## config.mk

```make
export PLATFORM = sky130hd
export DESIGN_NAME = crc_tx_request
export DESIGN_NICKNAME = d
export VERILOG_FILES = /design/src/verilog/crc_pkg.sv /design/src/verilog/crc_tx_request.sv /design/src/verilog/crc_frame_buf.sv
export SDC_FILE = /design/constraint.sdc
export NUM_CORES = 2
export LEC_CHECK = 0
export BUFFER_PORTS_ARGS = -buffer_cell sky130_fd_sc_hd__buf_2
export CORE_ASPECT_RATIO = 1.25
export CORE_UTILIZATION = 40
export CTS_BUF_LIST = sky130_fd_sc_hd__clkbuf_8
export CTS_CLUSTER_SIZE = 12
export DETAILED_ROUTE_END_ITERATION = 10
export GPL_ROUTABILITY_DRIVEN = 0
export PLACE_DENSITY_LB_ADDON = 0.1
export RECOVER_POWER = 25
export SKIP_LAST_GASP = 1
export SYNTH_ARGS = -nofsm -noshare
export SYNTH_HDL_FRONTEND = slang
export SYNTH_SLANG_ARGS = --single-unit
```

## constraint.sdc

```tcl
create_clock -name i_core_clk -period 11.6 [get_ports i_core_clk]
set_input_delay 1.16 -clock i_core_clk [delete_from_list [all_inputs] [get_ports i_core_clk]]
set_output_delay 1.16 -clock i_core_clk [all_outputs]
set_load 0.005 [all_outputs]
```

## src/verilog/crc_pkg.sv

```systemverilog
// constants shared by the transmit-request block
`default_nettype none
package crc_pkg;
  localparam int NUM_OBJ = 14;
  localparam int ID_W = 11;
  localparam int DLC_W = 4;
  localparam int DATA_W = 64;
  localparam logic [10:0] SPURIOUS_ID = 11'h000;
  localparam logic [3:0] SPURIOUS_DLC = 4'h0;
  localparam logic [3:0] DLC_RESET = 4'h0;
  localparam logic [3:0] IDX_NONE = 4'hf;
  localparam int BUF_DEPTH = 2;
endpackage : crc_pkg
`default_nettype wire

```

## src/verilog/crc_tx_request.sv

```systemverilog
// message-object transmit requests, cancellation and hand-off race
`timescale 1ns/100ps
`default_nettype none
// How it works
// - fourteen objects, each with four software-reached flags
// - update set, request clear, valid clear cancel
// - cancel at hand-off: accepted, content copy blocked
// - blocked copy sends remote frame, id 0, dlc 0
// - race only with a single active request
// - spurious frame never retransmitted after loss/error
// - stored remote frame keeps object dlc unchanged
module crc_tx_request #(
  parameter int NUM_OBJ = crc_pkg::NUM_OBJ
) (
  // clock and reset
  input wire logic i_core_clk,
  input wire logic i_rst,
  // software access to per-object flags, one strobe per action
  input wire logic [NUM_OBJ-1:0] i_txrq_set,
  input wire logic [NUM_OBJ-1:0] i_txrq_clr,
  input wire logic [NUM_OBJ-1:0] i_cpuupd_set,
  input wire logic [NUM_OBJ-1:0] i_cpuupd_clr,
  input wire logic [NUM_OBJ-1:0] i_valid_set,
  input wire logic [NUM_OBJ-1:0] i_valid_clr,
  input wire logic [NUM_OBJ-1:0] i_new_data_flag_clr,
  // object contents written by software
  input wire logic [NUM_OBJ-1:0] i_content_we,
  input wire logic [crc_pkg::ID_W-1:0] i_wr_id,
  input wire logic [crc_pkg::DLC_W-1:0] i_wr_dlc,
  input wire logic [crc_pkg::DATA_W-1:0] i_wr_data,
  // received remote frame stored into an object
  input wire logic [NUM_OBJ-1:0] i_rx_remote,
  // flag state
  output logic [NUM_OBJ-1:0] o_transmit_request_flag,
  output logic [NUM_OBJ-1:0] o_cpu_update_flag,
  output logic [NUM_OBJ-1:0] o_object_valid_flag,
  output logic [NUM_OBJ-1:0] o_new_data_flag,
  output logic [NUM_OBJ*crc_pkg::DLC_W-1:0] o_obj_dlc,
  // protocol state machine side
  input wire logic i_sof_handoff,
  input wire logic i_frame_done,
  input wire logic i_frame_failed,
  // frame descriptor towards the bit engine
  output logic o_frame_valid,
  input wire logic i_frame_ready,
  output logic o_frame_remote,
  output logic [crc_pkg::ID_W-1:0] o_frame_id,
  output logic [crc_pkg::DLC_W-1:0] o_frame_dlc,
  output logic [crc_pkg::DATA_W-1:0] o_frame_data,
  output logic o_frame_spurious
);
  localparam int DESC_W = 2 + crc_pkg::ID_W + crc_pkg::DLC_W + crc_pkg::DATA_W;

  // one frame in flight at a time, so idle and wait are all the states needed
  typedef enum logic [1:0] {
    CRC_IDLE = 2'b00,
    CRC_WAIT = 2'b01
  } crc_state_t;

  logic [NUM_OBJ-1:0] txrq;
  logic [NUM_OBJ-1:0] cpuupd;
  logic [NUM_OBJ-1:0] msgval;
  logic [NUM_OBJ-1:0] new_data_flag;
  logic [NUM_OBJ-1:0] pending;
  logic [NUM_OBJ-1:0] cancel;
  logic [crc_pkg::ID_W-1:0] obj_id [NUM_OBJ];
  logic [crc_pkg::DLC_W-1:0] obj_dlc [NUM_OBJ];
  logic [crc_pkg::DATA_W-1:0] obj_data [NUM_OBJ];
  crc_state_t state;
  logic [3:0] sel;
  logic [3:0] cur;
  logic cur_spurious;
  logic race;
  logic [$clog2(NUM_OBJ+1)-1:0] n_pending;
  logic take;
  logic buf_ready;
  logic [DESC_W-1:0] desc;
  logic [DESC_W-1:0] buf_out;

  // pending: request set, valid, not being updated
  assign pending = txrq & msgval & ~cpuupd;
  // any of the three cancel actions in this cycle
  assign cancel = i_cpuupd_set | i_txrq_clr | i_valid_clr;

  always_comb
  begin
    sel = crc_pkg::IDX_NONE;
    n_pending = '0;
    for (int k = NUM_OBJ - 1; k >= 0; k--)
    begin
      if (pending[k])
      begin
        sel = 4'(k);
        n_pending = n_pending + 1'b1;
      end
    end
  end

  // hand-off accepts lowest pending object; back-pressure stalls it
  assign take = (state == CRC_IDLE) && i_sof_handoff && (sel != crc_pkg::IDX_NONE)
                && buf_ready;
  // race: cancel lands on the sole pending object at the hand-off
  assign race = take && cancel[sel] && (n_pending == 1);

  genvar g;
  generate
    for (g = 0; g < NUM_OBJ; g++)
    begin : g_obj
      always_ff @(posedge i_core_clk or posedge i_rst)
      begin
        if (i_rst)
        begin
          txrq[g] <= 1'b0;
          cpuupd[g] <= 1'b0;
          msgval[g] <= 1'b0;
          new_data_flag[g] <= 1'b0;
          obj_dlc[g] <= crc_pkg::DLC_RESET;
        end
        else
        begin
          // software sets win over clears on the same object
          if (i_txrq_set[g])
            txrq[g] <= 1'b1;
          else if (i_txrq_clr[g])
            txrq[g] <= 1'b0;
          else if (state == CRC_WAIT && !cur_spurious && cur == 4'(g) && i_frame_done)
            txrq[g] <= 1'b0;
          if (i_cpuupd_set[g])
            cpuupd[g] <= 1'b1;
          else if (i_cpuupd_clr[g])
            cpuupd[g] <= 1'b0;
          if (i_valid_set[g])
            msgval[g] <= 1'b1;
          else if (i_valid_clr[g])
            msgval[g] <= 1'b0;
          // hardware set wins over software clear
          if (i_content_we[g])
            new_data_flag[g] <= 1'b1;
          else if (take && !race && sel == 4'(g))
            new_data_flag[g] <= 1'b0;
          else if (i_new_data_flag_clr[g])
            new_data_flag[g] <= 1'b0;
          if (i_content_we[g])
            obj_dlc[g] <= i_wr_dlc;
          else if (i_rx_remote[g])
            obj_dlc[g] <= obj_dlc[g];
        end
      end

      always_ff @(posedge i_core_clk)
      begin
        if (i_content_we[g])
        begin
          obj_id[g] <= i_wr_id;
          obj_data[g] <= i_wr_data;
        end
      end

      assign o_obj_dlc[g*crc_pkg::DLC_W +: crc_pkg::DLC_W] = obj_dlc[g];
    end
  endgenerate

  // descriptor: spurious uses constant zero id, dlc and data, else object copy
  always_comb
  begin
    if (race)
      desc = {1'b1, 1'b1, crc_pkg::SPURIOUS_ID, crc_pkg::SPURIOUS_DLC,
              {crc_pkg::DATA_W{1'b0}}};
    else if (sel != crc_pkg::IDX_NONE)
      desc = {1'b0, 1'b0, obj_id[sel], obj_dlc[sel], obj_data[sel]};
    else
      desc = '0;
  end

  // frame sequencing: failure retries real frames, drops the spurious one
  always_ff @(posedge i_core_clk or posedge i_rst)
  begin
    if (i_rst)
    begin
      state <= CRC_IDLE;
      cur <= crc_pkg::IDX_NONE;
      cur_spurious <= 1'b0;
    end
    else
    begin
      case (state)
        CRC_IDLE:
        begin
          if (take)
          begin
            state <= CRC_WAIT;
            cur <= sel;
            cur_spurious <= race;
          end
        end
        CRC_WAIT:
        begin
          // real frame retries by staying pending; spurious one is gone
          if (i_frame_done || i_frame_failed)
          begin
            state <= CRC_IDLE;
            cur_spurious <= 1'b0;
          end
        end
        default:
          state <= CRC_IDLE;
      endcase
    end
  end

  crc_frame_buf #(
    .WIDTH(DESC_W)
  ) u_buf (
    .i_core_clk(i_core_clk),
    .i_rst(i_rst),
    .i_valid(take),
    .o_ready(buf_ready),
    .i_data(desc),
    .o_valid(o_frame_valid),
    .i_ready(i_frame_ready),
    .o_data(buf_out)
  );

  assign o_frame_spurious = buf_out[DESC_W-1];
  assign o_frame_remote = buf_out[DESC_W-2];
  assign o_frame_id = buf_out[crc_pkg::DLC_W+crc_pkg::DATA_W +: crc_pkg::ID_W];
  assign o_frame_dlc = buf_out[crc_pkg::DATA_W +: crc_pkg::DLC_W];
  assign o_frame_data = buf_out[crc_pkg::DATA_W-1:0];
  assign o_transmit_request_flag = txrq;
  assign o_cpu_update_flag = cpuupd;
  assign o_object_valid_flag = msgval;
  assign o_new_data_flag = new_data_flag;
endmodule : crc_tx_request
`default_nettype wire

```

## src/verilog/crc_frame_buf.sv

```systemverilog
// two-entry buffer for outgoing frame descriptors
`timescale 1ns/100ps
`default_nettype none
module crc_frame_buf #(
  parameter int WIDTH = 8
) (
  // clock and reset
  input wire logic i_core_clk,
  input wire logic i_rst,
  // fill side
  input wire logic i_valid,
  output logic o_ready,
  input wire logic [WIDTH-1:0] i_data,
  // drain side
  output logic o_valid,
  input wire logic i_ready,
  output logic [WIDTH-1:0] o_data
);
  logic [WIDTH-1:0] mem [2];
  logic wr_ptr;
  logic rd_ptr;
  logic [1:0] count;
  logic push;
  logic pop;

  assign o_ready = (count != 2'h2);
  assign o_valid = (count != 2'h0);
  assign push = i_valid && o_ready;
  assign pop = o_valid && i_ready;
  assign o_data = mem[rd_ptr];

  always_ff @(posedge i_core_clk or posedge i_rst)
  begin
    if (i_rst)
    begin
      wr_ptr <= 1'b0;
      rd_ptr <= 1'b0;
      count <= 2'h0;
    end
    else
    begin
      if (push)
        wr_ptr <= ~wr_ptr;
      if (pop)
        rd_ptr <= ~rd_ptr;
      if (push && !pop)
        count <= count + 2'h1;
      else if (pop && !push)
        count <= count - 2'h1;
    end
  end

  always_ff @(posedge i_core_clk)
  begin
    if (push)
      mem[wr_ptr] <= i_data;
  end
endmodule : crc_frame_buf
`default_nettype wire

```

==> results.json <==
{
  "outcome": "completed",
  "antenna_left": 0,
  "vdd_ir_drop_max_uv": 124,
  "cts-root-buf": "clkbuf_8",
  "synthTopCellsByArea": "edfxtp_1 (69%), nand2_1 (5.8%), dfrtp_1 (5.6%), nand3_1 (3.7%), mux2_2 (2.9%)",
  "yosysMostFrequentCell": "edfxtp_1",
  "fp.dieW_um": 327,
  "synth_xor_area_share_pct": 0.979,
  "synth_adder_area_share_pct": 0.331,
  "critPathArrivalTime_ns": 10.90,
  "hold_path_end": "o_object_valid_flag[1]$_DFFE_PP0P_",
  "cts_hold_buf": 0,
  "final_area_sq_mm": 0.0605,
  "synth_edf_count": 1210,
  "muxShareOfSynthArea_pct": 3.01,
  "cts_tree": "done",
  "place_ws_ns": 1.45,
  "post-route-util_pct": 46.3,
  "dpl-instance-area_sq_mm": 0.0568,
  "cp-end-kind": "register",
  "syn_nets": 4058,
  "synth-async-reset-ratio_pct": 9.16,
  "yosysUniqueCellTypes": 66,
  "fin_crit_ns": 10.26,
  "layout-drive-gt1-share_pct": 18.6,
  "timing.setup.tns_ns": 0,
  "totalWireLength_mm": 171,
  "power.total_mw": 12.2,
  "synth_compound_area_share_pct": 6.30,
  "synthFlopType": "edfxtp_1",
  "drcViolationCount": 0,
  "synth_top_area_share_pct": 68.7,
  "core_sq_mm": 0.131,
  "dp.cells": 5773,
  "viasPerCell": 5.58,
  "cp.required_ns": 12.24,
  "whs_ns": 0.417,
  "r2r_slack_ns": 1.34,
  "hold_viol_final": 0,
  "clock_path_buffers": 3,
  "synth_top_family_by_area": "simple AND/OR/NAND/NOR gates",
  "critPathTopFamily": "adder cells",
  "cap_violations": 0,
  "layout.nets": 4484,
  "wl_per_cell_um": 27.7,
  "start_util_pct": 40.5,
  "post-cts-setup-buffers": 0,
  "grt_use_total_pct": 25.3,
  "worst_pin_slew_ns": 1.39,
  "syn_avg_cell_area_sq_um": 13.8,
  "hp-class": "in2reg",
  "critPathKind": "reg2reg",
  "cts_resized": 0,
  "cp_slowest_cell": "or4_1",
  "clk_latency_ns": 0.92,
  "yosys.area_share.simple_pct": 12.8,
  "reg2reg_to": "u_buf.mem[1][64]$_DFFE_PP_",
  "finalNonFillerCells": 6164,
  "fin_crit_sh_pct": 88.4,
  "port_buffers": 390,
  "fp-row-count": 148,
  "critPathBufInv": 5,
  "clk_pin_slew_ns": 0.06,
  "ys_seq_area_share_pct": 74.4,
  "synth_top_area_cell": "edfxtp_1",
  "start_kind": "register",
  "hold_start": "i_valid_set[1]",
  "fin_skew_ns": 0.0411,
  "synth_seq_cells": 1332,
  "cts_sinks": 1332,
  "critPathMostFrequentCell": "ha_1",
  "slew_viol_final": 0,
  "htreeDepth": 4,
  "max_stage_delay_ns": 0.55,
  "numCtsBuffers": 209,
  "crit_fanout": 64,
  "place_hpwl_mm": 92.4,
  "drt_iter0_drc": 2740,
  "max_freq_mhz": 97.5,
  "worstRegToRegCells": 43,
  "min_path_cells": 2,
  "synth.top_cells.by_count": "edfxtp_1 (1,210), nand2_1 (818), nand3_1 (393)",
  "ios": 405,
  "yosys_warnings": 0,
  "drt_pass1_iterations": 7,
  "antenna_found_initial": 19,
  "grt_pass1_wl_mm": 245,
  "die_area_sq_mm": 0.134,
  "synthCells": 3833,
  "rr_startpoint": "o_cpu_update_flag[13]$_DFFE_PP0P_",
  "netlist_area_sq_mm": 0.0529,
  "setup_viol": 0,
  "grt_max_degree": 130,
  "grt_pass1_vias": 34500,
  "die_h_um": 409,
  "pwr_density_cell_mw_per_mm2": 203,
  "worst_slack_ns": 1.34,
  "rsz0062_at_grt": "no",
  "gr-total-overflow": 0,
  "syn_to_final_growth_pct": 14.3,
  "via_count": 34400,
  "cellLeakagePower_nw": 22.5,
  "relSlewSlack_pct": 7.11
}
-- worst max path at each step --
stage,start,to,slack (ns),depth (start not counted)
2_1_floorplan,o_cpu_update_flag[13]$_DFFE_PP0P_,u_buf.mem[0][64]$_DFFE_PP_,2.75,43
3_3_place_gp,o_cpu_update_flag[13]$_DFFE_PP0P_,u_buf.mem[0][28]$_DFFE_PP_,1.63,45
3_5_place_dp,o_cpu_update_flag[13]$_DFFE_PP0P_,u_buf.mem[0][64]$_DFFE_PP_,1.45,43
4_1_cts,o_cpu_update_flag[13]$_DFFE_PP0P_,u_buf.mem[1][64]$_DFFE_PP_,1.40,43
5_1_grt,o_cpu_update_flag[13]$_DFFE_PP0P_,u_buf.mem[0][64]$_DFFE_PP_,0.78,43
6_report,o_cpu_update_flag[13]$_DFFE_PP0P_,u_buf.mem[1][64]$_DFFE_PP_,1.34,43
-- state kept, by name, indices dropped and copies added (netlist names) --
name and flops:
o_obj_dlc 56, o_cpu_update_flag 14, obj_id 154, u_buf.mem 160, o_object_valid_flag 14, u_buf.count 2, o_transmit_request_flag 14, u_buf.rd_ptr 1
u_buf.wr_ptr 1, o_new_data_flag 14, cur 4, cur_spurious 1, obj_data 896, state 1
-- worst reg2reg max path, delay by kind of cell (launching register included) --
family                   cells  cell delay (ns)
AND/OR/NAND/NOR             14             2.78
adder cells (fa/ha/maj)     12             3.83
multiplexers                 2             0.32
buffers and inverters        5             0.51
flip-flops                   1             0.39
XOR/XNOR                     1             0.24
AO/OA/AOI/OAI                9             1.92
-- final cells by class --
type | count | area [sq um]
inverters | 52 | 196
multi-input cells | 2213 | 12500
repair buffers | 451 | 2430
flip-flops and latches | 1332 | 39400
fillers | 12000 | 70200
clock inverters | 158 | 694
clock buffers | 220 | 3030
diodes | 13 | 32.5
well taps | 1725 | 2160
-- placed cells by master (no fill, tap or decap), types with 6 or more instances in the layout --
master,synthesis,layout
nor3_1,88,88
nor4_1,7,7
clkbuf_1,199,62
o22a_1,20,20
clkbuf_8,0,220
clkinv_2,0,16
a31o_2,15,15
and3b_1,15,15
inv_1,51,133
mux2_2,136,136
buf_2,5,314
nand2_1,818,815
nand3b_1,14,14
xnor3_1,6,6
o31ai_1,6,6
buf_4,7,67
or4_1,13,13
o221ai_1,85,85
o21ai_0,83,82
ha_1,14,14
nand3_1,393,393
nand4b_1,8,8
o22ai_1,75,75
nor2b_1,16,15
a21oi_1,160,160
dfrtp_1,118,117
xnor2_1,26,26
or3_1,7,7
clkinvlp_4,0,6
edfxtp_1,1210,1210
clkinv_1,0,47
nand4_1,6,6
diode_2,0,13
nor2_1,22,17
and3_1,78,78
a21o_1,30,30
-- routing by layer --
metal | vias to the layer above | GRT usage, % | routed length, um
li1 | 15200 | - | -
met1 | 17700 | 33.3 | 72300
met2 | 1159 | 42.3 | 83500
met3 | 266 | 4.47 | 10200
met4 | 8 | 8.13 | 4660
met5 | - | 0 | 55
-- logic make-up after synthesis --
logic type	count (synthesis)
buf+inv	288
fa+ha+maj	14
flops	1332
compound gates	514
xor+xnor	42
simple gates	1501
mux	142
-- power by group --
group	switching, mW	leakage [nW]	internal [mW]	total, mW
Clock	1.84	2.20	1.76	3.61
Sequential	0.197	13.1	5.89	6.09
Combinational	1.74	7.19	0.818	2.56
Total	3.78	22.5	8.47	12.2
No activity file was read; power rests on OpenSTA's default activity.
